<file path="src/nttme_pkg.sv">
// Constants and types for the test-mode entry and connectivity chain block
package nttme_pkg;
	// ****************************************
	// Timing
	// ****************************************
	localparam int CLK_PERIOD_PS = 5000;
	localparam int FAST_RESET_CYCLES = 14;
	localparam int NORMAL_RESET_US = 1000;
	localparam int NORMAL_RESET_CYCLES = (NORMAL_RESET_US * 1000000) / CLK_PERIOD_PS;
	localparam int CNT_W = 18;
	// ****************************************
	// Chains and straps
	// ****************************************
	localparam int CHAINS = 8;
	localparam int CHAIN_LEN = 8;
	localparam logic [5:0] CODE_TREE_A = 6'h30;
	localparam logic [5:0] CODE_TREE_B = 6'h31;
	localparam logic [5:0] STRAP_RESET = 6'h00;

	typedef enum logic [1:0] {NTTME_NORMAL, NTTME_TREE_A, NTTME_TREE_B} nttme_mode_t;

	typedef struct packed {
		logic [1:0] irq;
		logic [3:0] req;
	} nttme_strap_t;
endpackage

</file>
<file path="src/nttme_top.sv">
// Test-mode entry, fast processor reset and connectivity chains
`timescale 1ns/1ps
`default_nettype none
module nttme_top #(
	parameter int NORMAL_CYCLES = nttme_pkg::NORMAL_RESET_CYCLES
) (
	// Clock and reset
	input wire logic ref_clk,
	input wire logic rst,
	// Reset and mode pins
	input wire logic resume_well_reset_n,
	input wire logic test_enable_n,
	input wire logic bus_reset_in_n,
	input wire nttme_pkg::nttme_strap_t strap_in,
	// Chain inputs, one row per tree A chain
	input wire logic [nttme_pkg::CHAINS*nttme_pkg::CHAIN_LEN-1:0] chain_in,
	// Result bus, two-way
	input wire logic [7:0] chain_result_bus_in,
	output logic [7:0] chain_result_bus_out,
	output logic [7:0] chain_result_bus_oe,
	// Processor reset and status
	output logic processor_reset_out_n,
	output logic fast_reset_mode,
	output nttme_pkg::nttme_mode_t test_mode
);
	// ****************************************
	// Chain evaluation
	// ****************************************
	// Each stage nands its pin with the previous stage; a seed of one makes stage 0 an inverter.
	// With pins pulled low one after another from stage 0 up, every new zero flips the end,
	// which a single isolated zero would not do on every stage.
	function automatic logic nand_chain(input logic [nttme_pkg::CHAIN_LEN-1:0] pins);
		logic acc;
		acc = 1'b1;
		for (int i = 0; i < nttme_pkg::CHAIN_LEN; i++) begin
			acc = ~(acc & pins[i]);
		end
		return acc;
	endfunction

	// ****************************************
	// Pin synchronisers
	// ****************************************
	logic [1:0] wake_sync_ff, test_sync_ff, bus_rst_sync_ff;
	logic wake_prev_ff;
	nttme_pkg::nttme_strap_t strap_s1_ff, strap_s2_ff;
	logic [nttme_pkg::CHAINS*nttme_pkg::CHAIN_LEN-1:0] chain_s1_ff, chain_s2_ff;
	logic [7:0] sd_s1_ff, sd_s2_ff;

	// Two stages for every pin; only the second is read by logic
	always_ff @(posedge ref_clk) begin
		if (rst) begin
			wake_sync_ff <= 2'h0;
			test_sync_ff <= 2'h3;
			bus_rst_sync_ff <= 2'h0;
			wake_prev_ff <= 1'b0;
			strap_s1_ff <= nttme_pkg::STRAP_RESET;
			strap_s2_ff <= nttme_pkg::STRAP_RESET;
			chain_s1_ff <= '1;
			chain_s2_ff <= '1;
			sd_s1_ff <= 8'hff;
			sd_s2_ff <= 8'hff;
		end else begin
			wake_sync_ff <= {wake_sync_ff[0], resume_well_reset_n};
			test_sync_ff <= {test_sync_ff[0], test_enable_n};
			bus_rst_sync_ff <= {bus_rst_sync_ff[0], bus_reset_in_n};
			wake_prev_ff <= wake_sync_ff[1];
			strap_s1_ff <= strap_in;
			strap_s2_ff <= strap_s1_ff;
			chain_s1_ff <= chain_in;
			chain_s2_ff <= chain_s1_ff;
			sd_s1_ff <= chain_result_bus_in;
			sd_s2_ff <= sd_s1_ff;
		end
	end

	logic wake_rise;
	assign wake_rise = wake_sync_ff[1] & ~wake_prev_ff;

	// ****************************************
	// Fast reset latch
	// ****************************************
	logic fast_ff;
	// Sampled on the wake edge using only the reference clock
	always_ff @(posedge ref_clk) begin
		if (rst) begin
			fast_ff <= 1'b0;
		end else if (wake_rise) begin
			fast_ff <= ~test_sync_ff[1];
		end
	end

	// ****************************************
	// Strap latch and mode decode
	// ****************************************
	nttme_pkg::nttme_strap_t strap_ff;
	nttme_pkg::nttme_mode_t mode_ff, nxt_mode;

	// Transparent while the test pin is low, holds when high
	always_ff @(posedge ref_clk) begin
		if (rst) begin
			strap_ff <= nttme_pkg::STRAP_RESET;
		end else if (!test_sync_ff[1]) begin
			strap_ff <= strap_s2_ff;
		end
	end

	// Unknown codes fall back to normal operation
	always_comb begin
		unique case (strap_ff)
			nttme_pkg::CODE_TREE_A: nxt_mode = nttme_pkg::NTTME_TREE_A;
			nttme_pkg::CODE_TREE_B: nxt_mode = nttme_pkg::NTTME_TREE_B;
			default: nxt_mode = nttme_pkg::NTTME_NORMAL;
		endcase
	end

	// Mode follows the latched strap code; cold reset clears it
	always_ff @(posedge ref_clk) begin
		if (rst) begin
			mode_ff <= nttme_pkg::NTTME_NORMAL;
		end else begin
			mode_ff <= nxt_mode;
		end
	end

	// ****************************************
	// Processor reset timer
	// ****************************************
	logic [nttme_pkg::CNT_W-1:0] cnt_ff, limit;
	logic cpu_rst_ff;
	// Limit follows the fast reset latch, which settles long before the bus reset lets go
	assign limit = fast_ff ? nttme_pkg::CNT_W'(nttme_pkg::FAST_RESET_CYCLES) : nttme_pkg::CNT_W'(NORMAL_CYCLES);

	// Count from bus reset release, then release the processor
	always_ff @(posedge ref_clk) begin
		if (rst || !bus_rst_sync_ff[1]) begin
			cnt_ff <= '0;
			cpu_rst_ff <= 1'b1;
		end else if (cnt_ff < limit) begin
			cnt_ff <= cnt_ff + 1'b1;
			cpu_rst_ff <= 1'b1;
		end else begin
			cpu_rst_ff <= 1'b0;
		end
	end

	// ****************************************
	// Chain outputs
	// ****************************************
	logic [7:0] tree_a;
	logic tree_b;
	// Tree B is one chain over the result bus pins; tree A chains feed one bit each
	// Control pins never enter a chain
	always_comb begin
		for (int n = 0; n < nttme_pkg::CHAINS; n++) begin
			tree_a[n] = nand_chain(chain_s2_ff[n*nttme_pkg::CHAIN_LEN +: nttme_pkg::CHAIN_LEN]);
		end
		tree_b = nand_chain(sd_s2_ff);
	end

	logic [7:0] sd_out_ff, sd_oe_ff;
	logic rst_pin_ff;
	// Tree A drives the bus, tree B listens and reports on reset pin
	always_ff @(posedge ref_clk) begin
		if (rst) begin
			sd_out_ff <= 8'h00;
			sd_oe_ff <= 8'h00;
			rst_pin_ff <= 1'b0;
		end else begin
			sd_out_ff <= (mode_ff == nttme_pkg::NTTME_TREE_A) ? tree_a : 8'h00;
			sd_oe_ff <= (mode_ff == nttme_pkg::NTTME_TREE_A) ? 8'hff : 8'h00;
			rst_pin_ff <= (mode_ff == nttme_pkg::NTTME_TREE_B) ? tree_b : ~cpu_rst_ff;
		end
	end

	assign chain_result_bus_out = sd_out_ff;
	assign chain_result_bus_oe = sd_oe_ff;
	assign processor_reset_out_n = rst_pin_ff;
	assign fast_reset_mode = fast_ff;
	assign test_mode = mode_ff;

	// ****************************************
	// Checks
	// ****************************************
	fast_latch_low_a: assert property (@(posedge ref_clk) disable iff (rst)
		wake_rise && !test_sync_ff[1] |=> fast_ff) else $error("fast mode not latched");
	fast_latch_high_a: assert property (@(posedge ref_clk) disable iff (rst)
		wake_rise && test_sync_ff[1] |=> !fast_ff) else $error("fast mode wrongly latched");
	fast_release_a: assert property (@(posedge ref_clk) disable iff (rst)
		fast_ff && $rose(bus_rst_sync_ff[1]) |-> cpu_rst_ff [*8] ##1 cpu_rst_ff [*7] ##1 !cpu_rst_ff)
		else $error("fast reset length wrong");
	normal_hold_a: assert property (@(posedge ref_clk) disable iff (rst)
		!fast_ff && cpu_rst_ff && cnt_ff < limit |=> cpu_rst_ff) else $error("normal reset released early");
	latch_hold_a: assert property (@(posedge ref_clk) disable iff (rst)
		test_sync_ff[1] |=> $stable(strap_ff)) else $error("strap latch moved while closed");
	tree_a_sel_a: assert property (@(posedge ref_clk) disable iff (rst)
		strap_ff == nttme_pkg::CODE_TREE_A |=> mode_ff == nttme_pkg::NTTME_TREE_A ##1 sd_oe_ff == 8'hff)
		else $error("tree A not entered");
	tree_b_sel_a: assert property (@(posedge ref_clk) disable iff (rst)
		strap_ff == nttme_pkg::CODE_TREE_B |=> mode_ff == nttme_pkg::NTTME_TREE_B ##1 sd_oe_ff == 8'h00)
		else $error("tree B not entered");
	chain_bit_a: assert property (@(posedge ref_clk) disable iff (rst)
		mode_ff == nttme_pkg::NTTME_TREE_A |=> sd_out_ff == $past(tree_a)) else $error("chain bit mismatch");
	tree_b_pin_a: assert property (@(posedge ref_clk) disable iff (rst)
		mode_ff == nttme_pkg::NTTME_TREE_B |=> rst_pin_ff == $past(tree_b)) else $error("tree B result wrong");
	other_code_a: assert property (@(posedge ref_clk) disable iff (rst)
		strap_ff != nttme_pkg::CODE_TREE_A && strap_ff != nttme_pkg::CODE_TREE_B
		|=> mode_ff == nttme_pkg::NTTME_NORMAL) else $error("undefined code left normal mode");
	// ****************************************
	// Output ownership, fast latch hold and cold reset checks
	// ****************************************
	reset_pin_a: assert property (@(posedge ref_clk) disable iff (rst)
		mode_ff != nttme_pkg::NTTME_TREE_B |=> rst_pin_ff == !$past(cpu_rst_ff)) else $error("reset pin wrong");
	fast_stable_a: assert property (@(posedge ref_clk) disable iff (rst)
		!wake_rise |=> $stable(fast_ff)) else $error("fast mode moved without wake edge");
	cold_clear_a: assert property (@(posedge ref_clk)
		rst |=> !fast_ff && mode_ff == nttme_pkg::NTTME_NORMAL && sd_oe_ff == 8'h00) else $error("cold reset state wrong");
	bus_quiet_a: assert property (@(posedge ref_clk) disable iff (rst)
		mode_ff != nttme_pkg::NTTME_TREE_A |=> sd_oe_ff == 8'h00 && sd_out_ff == 8'h00) else $error("result bus driven");
	tree_a_drive_a: assert property (@(posedge ref_clk) disable iff (rst)
		mode_ff == nttme_pkg::NTTME_TREE_A |=> sd_oe_ff == 8'hff) else $error("tree A bus not driven");
endmodule
`default_nettype wire

</file>
<file path="config.mk">
export PLATFORM = sky130hd
export DESIGN_NAME = nttme_top
export DESIGN_NICKNAME = d
export VERILOG_FILES = /design/src/nttme_pkg.sv /design/src/nttme_top.sv
export SDC_FILE = /design/constraint.sdc
export NUM_CORES = 1
export LEC_CHECK = 0
export ABC_CLOCK_PERIOD_IN_PS = 3690
export BUFFER_PORTS_ARGS = -buffer_cell sky130_fd_sc_hd__buf_2
export CORE_MARGIN = 3
export CORE_UTILIZATION = 25
export CTS_BUF_LIST = sky130_fd_sc_hd__clkbuf_4 sky130_fd_sc_hd__clkbuf_8
export DETAILED_ROUTE_END_ITERATION = 10
export PLACE_DENSITY_LB_ADDON = 0.15
export SETUP_SLACK_MARGIN = 0.3
export SYNTH_ARGS = -nofsm -noshare
export SYNTH_HDL_FRONTEND = slang
export SYNTH_SLANG_ARGS = --single-unit
export TNS_END_PERCENT = 30
</file>
<file path="constraint.sdc">
create_clock -name ref_clk -period 3.69 [get_ports ref_clk]
set_clock_uncertainty 0.15 [all_clocks]
set_input_delay 0.738 -clock ref_clk [delete_from_list [all_inputs] [get_ports ref_clk]]
set_output_delay 0.738 -clock ref_clk [all_outputs]
set_load 0.1 [all_outputs]
</file>
# Word-level counts from Yosys, hierarchy flattened
# Index checks and enable logic that the tools add are counted.
# totals
inputBits,83
ff_bits,208
output_inout_bits,20
wordCells,175
# op_classes
reduce_logical,3
addsub,1
n_lt_le_gt_ge,1
n_mux,5
eq_ne,4
bitwise,140
# ops
op,n
$not 1->1,76
$and 1x1->1,64
$add 18x1->18 const B,1
$lt 18x18->1,1
$mux 18,1
$eq 6x6->1 const B,2
$mux 8,1
$pmux 2 s2,1
$eq 2x1->1 const B,1
$eq 2x2->1 const B,1
$mux 1,2
$reduce_or 2->1,1
$logic_not 1->1,1
$logic_or 1x1->1,1

# Longest topological paths before layout
# depth
depth_word,16
mapped_depth,9
mapped_depth_nobuf,7

# Worst setup path before layout
# OpenSTA, ideal clock, no wires.
# synth_path
path_type,reg2reg
startpoint,register fast_ff (netlist: fast_reset_mode)
endpoint,register cnt_ff[2] (netlist name)
setup_time_ns,0.115
synth_period_minus_slack_ns,3.015
slack_ns,0.675
t_arrival_ns,2.751
path_buffers,1
stages_incl_launch_ff,9
cell_sequence,dfxtp_1 -> inv_1 -> ha_1 -> or4_4 -> a21oi_2 -> nor3_2 -> buf_6 -> o31a_1 -> o21a_1
# synth_between
elab_chain_cells,2
# synth_lines
item,line_no,text
"start, declared",nttme_top.sv:83,logic fast_ff;
"start signal, assigned",nttme_top.sv:89,fast_ff <= ~test_sync_ff[1];
$mux 18,nttme_top.sv:132,assign limit = fast_ff ? nttme_pkg::CNT_W'(nttme_pkg::FAST_RESET_CYCLES) : nttme_pkg::CNT_W'(NORMAL_CYCLES);
$lt 18x18->1,nttme_top.sv:139,end else if (cnt_ff < limit) begin
"end signal, assigned",nttme_top.sv:140,cnt_ff <= cnt_ff + 1'b1;
"end, declared",nttme_top.sv:129,"logic [nttme_pkg::CNT_W-1:0] cnt_ff, limit;"
# Every way passes these cells.
# A chain may end at the register's enable or synchronous reset.

# Final worst setup path
# layout_path
startpoint,register fast_ff (netlist: fast_reset_mode)
endpoint,register cnt_ff[5] (netlist name)
# The elaborated chain is that of the path after synthesis.

==> run metrics <==
result of the run=finished, final reports clean; clk_lat worst skew=0.50 ns; R2R setup slack=between 1 and 1.5 ns; Fin. Hold Viols=0; Die X=167 um; post-synthesis sequential area ratio=0.621; vias in the first global route=4232; period utilization=0.719; crit path DAT=2.92 ns; routability cong.=between 0.7 and 0.8; CP Max Fanout=26; Diodes inserted=0; crit path to=cnt_ff[5]; post-CTS setup buffer count=0; critical path launch point type=register; origin of the critical flop-to-flop path=fast_reset_mode; reg2reg path depth=6; IO Pins=103; Num CTS Buffers=35; post-CTS sizing=0; async set or reset register ratio after synthesis=0; Synth Warn #=0; DRC=0; H-tree Lvls=2; per-cell routed wire length=11.4 um; port buffer count=102; final core utilization=0.316; Avg Inst Size Synth=10.9 um^2; FF-to-FF End=cnt_ff[5]; peak supply drop=0.213 mV; clock-pin slew on the worst setup and hold paths=approximately 0.060 ns; Area Growth Syn to Fin=23.3%; number of hold buffers added after CTS=0; Die Ht=167 um; initial core utilization=0.256; area of the core=about 25000 um^2; fmax=between 0.3 and 0.4 GHz; # clock sinks=201; Syn Nets=687; TritonCTS clock tree=done; placed wire-length estimate=8090 um; Pwr Density=approximately 570 nW/um^2; post-synthesis cell area=6480 um^2; setup violators final=0; total power=4.56 mW; Worst Setup SP=fast_reset_mode; Total GRT Usage=0.0867; Vias/cell=3.92; layout cells sized above 1=0.439; worst endpoint required time=3.96 ns; dpl ws=1.02 ns; fin nets=795; ANT nets after route=0; critical setup path kind=register to register; DR vias=4128; worst-case clock buffer depth=3; first drt pass iteration count=5; Slew @ Worst Pin=0.806 ns; final wirelength=12000 um; Crit. End Element=register; Max-cap violations=0; num rows=58; Leakage Power=approximately 3.4 nW; Relative slew margins=0.463; initial antenna violation count=0; Pins Over Slew Limit=0; pin count of the biggest net entering global routing=75; clk root buf=clkbuf_8; remaining global-route overflow=0; fin crit period=2.65 ns; final worst-path setup slack=approximately 1.0 ns; ys flop type=dfxtp_1; first-pass GRT wire length=approximately 20000 um; worst min-delay path category=register to register; Final Instance Area=8000 um^2; setup TNS=0 ns; number of synthesized flops with an enable pin=0; unrepaired setup endpoints after global routing=false; die footprint=~28000 um^2; Netlist cell types=49; Initial DRC Count=103; Synth Register Bits=201; Mapped Cells=595; Placed Area=7260 um^2
[cells by family after synthesis]
family | synth area share
mux | 0.0154
flops | 0.621
compound gates | 0.0654
buf+inv | 0.0413
fa+ha+maj | 0.0174
simple gates | 0.237
xor+xnor | 0.00270
[cell type report]
class,instances,area (um^2)
clock buffers,49,618
clock inverters,7,120
fillers,2620,17300
inverters,23,86.3
multi-input cells,336,2190
flip-flops and latches,201,4020
well taps,330,413
repair buffers,106,543
[through the flow]
step | std cells | hold WS [ns]
after floorplan | 595 | 0.235
after global placement | 996 | 0.244
after detailed placement | 996 | 0.243
after CTS | 1052 | 0.224
after global routing | 1052 | 0.231
final | 1052 | 0.252
[worst max-delay path, cell delays in order (launching register included)]
cell and delay (ns):
dfxtp_1 0.54, ha_1 0.31, and4_1 0.22, and2_1 0.17
a21o_1 0.44, or4_1 0.61, a21oi_1 0.15
[synth_stat cells, types with 2 or more instances]
| library cell | n | share of area |
|---|---|---|
| and4_1 | 2 | 0.0027 |
| nand4_1 | 6 | 0.0058 |
| a21boi_0 | 9 | 0.010 |
| nor2_1 | 12 | 0.0069 |
| mux2i_1 | 10 | 0.015 |
| o41ai_1 | 2 | 0.0027 |
| nand3_1 | 4 | 0.0031 |
| a21oi_1 | 19 | 0.015 |
| or4_1 | 7 | 0.0081 |
| o31ai_1 | 9 | 0.010 |
| and3_1 | 2 | 0.0019 |
| nor2b_1 | 19 | 0.018 |
| ha_1 | 9 | 0.017 |
| inv_1 | 23 | 0.013 |
| and2_1 | 2 | 0.0019 |
| nor4_2 | 3 | 0.0058 |
| nand2b_1 | 8 | 0.0077 |
| o311ai_1 | 2 | 0.0027 |
| xnor2_1 | 2 | 0.0027 |
| nand2_1 | 17 | 0.0098 |
| nor4_1 | 4 | 0.0039 |
| clkbuf_1 | 23 | 0.013 |
| o21ai_0 | 21 | 0.016 |
| dfxtp_1 | 201 | 0.62 |
| or2_2 | 146 | 0.14 |
| or3_1 | 3 | 0.0029 |
| buf_4 | 8 | 0.0093 |
[metal layers]
metal / GRT usage / vias to the layer above / wire, um
li1: - / 2148 / -
met1: 0.115 / 1840 / 5800
met2: 0.130 / 110 / 5140
met3: 0.0285 / 30 / 775
met4: 0.0362 / 0 / 323
met5: 0 / - / 0
[worst min path at each step]
stage	from	end	slack (ns)	depth (start not counted)
global route	chain_in[59]	chain_s1_ff[59]	0.23	2
CTS	chain_in[58]	chain_s1_ff[58]	0.22	2
detailed placement	chain_s1_ff[25]	chain_s2_ff[25]	0.24	1
finish	chain_s2_ff[31]	chain_result_bus_out[3]	0.25	1
global placement	test_sync_ff[0]	test_sync_ff[1]	0.24	1
floorplan	chain_s2_ff[7]	chain_result_bus_out[0]	0.23	1
[cell usage in the layout (no fill, tap or decap), drive strengths merged, types with 2 or more instances in the layout]
cell type,synthesis,routed
dfxtp,201,201
o31ai,9,9
nand4,6,6
mux2i,10,10
a21boi,9,9
nand3,4,4
o311ai,2,2
bufinv,0,3
or3,3,3
or2,146,146
inv,23,25
o21ai,22,22
xnor2,2,2
nor2,12,12
or4,8,8
nand2b,8,8
and3,2,2
nor4,8,8
buf,12,106
nor2b,19,19
and2,2,2
nor3,2,2
nand2,17,17
o41ai,2,2
a21oi,20,20
ha,9,9
and4,3,3
clkbuf,23,49
[flip-flops by register name, summed over array words and instances (netlist names)]
name	cells
chain_result_bus_out	8
fast_reset_mode	1
chain_s1_ff	64
cpu_rst_ff	1
chain_s2_ff	64
strap_s2_ff	6
sd_s1_ff	8
bus_rst_sync_ff	2
cnt_ff	18
sd_s2_ff	8
strap_ff	6
wake_prev_ff	1
test_sync_ff	2
wake_sync_ff	2
chain_result_bus_oe	1
strap_s1_ff	6
processor_reset_out_n	1
test_mode	2
[report_power, final]
group	switching, mW	leakage (nW)	internal (mW)
logic	0.0649	1.39	0.0924
clock network	0.840	0.385	1.29
registers	0.0176	1.66	2.26
(Power assumes the default switching activity.)
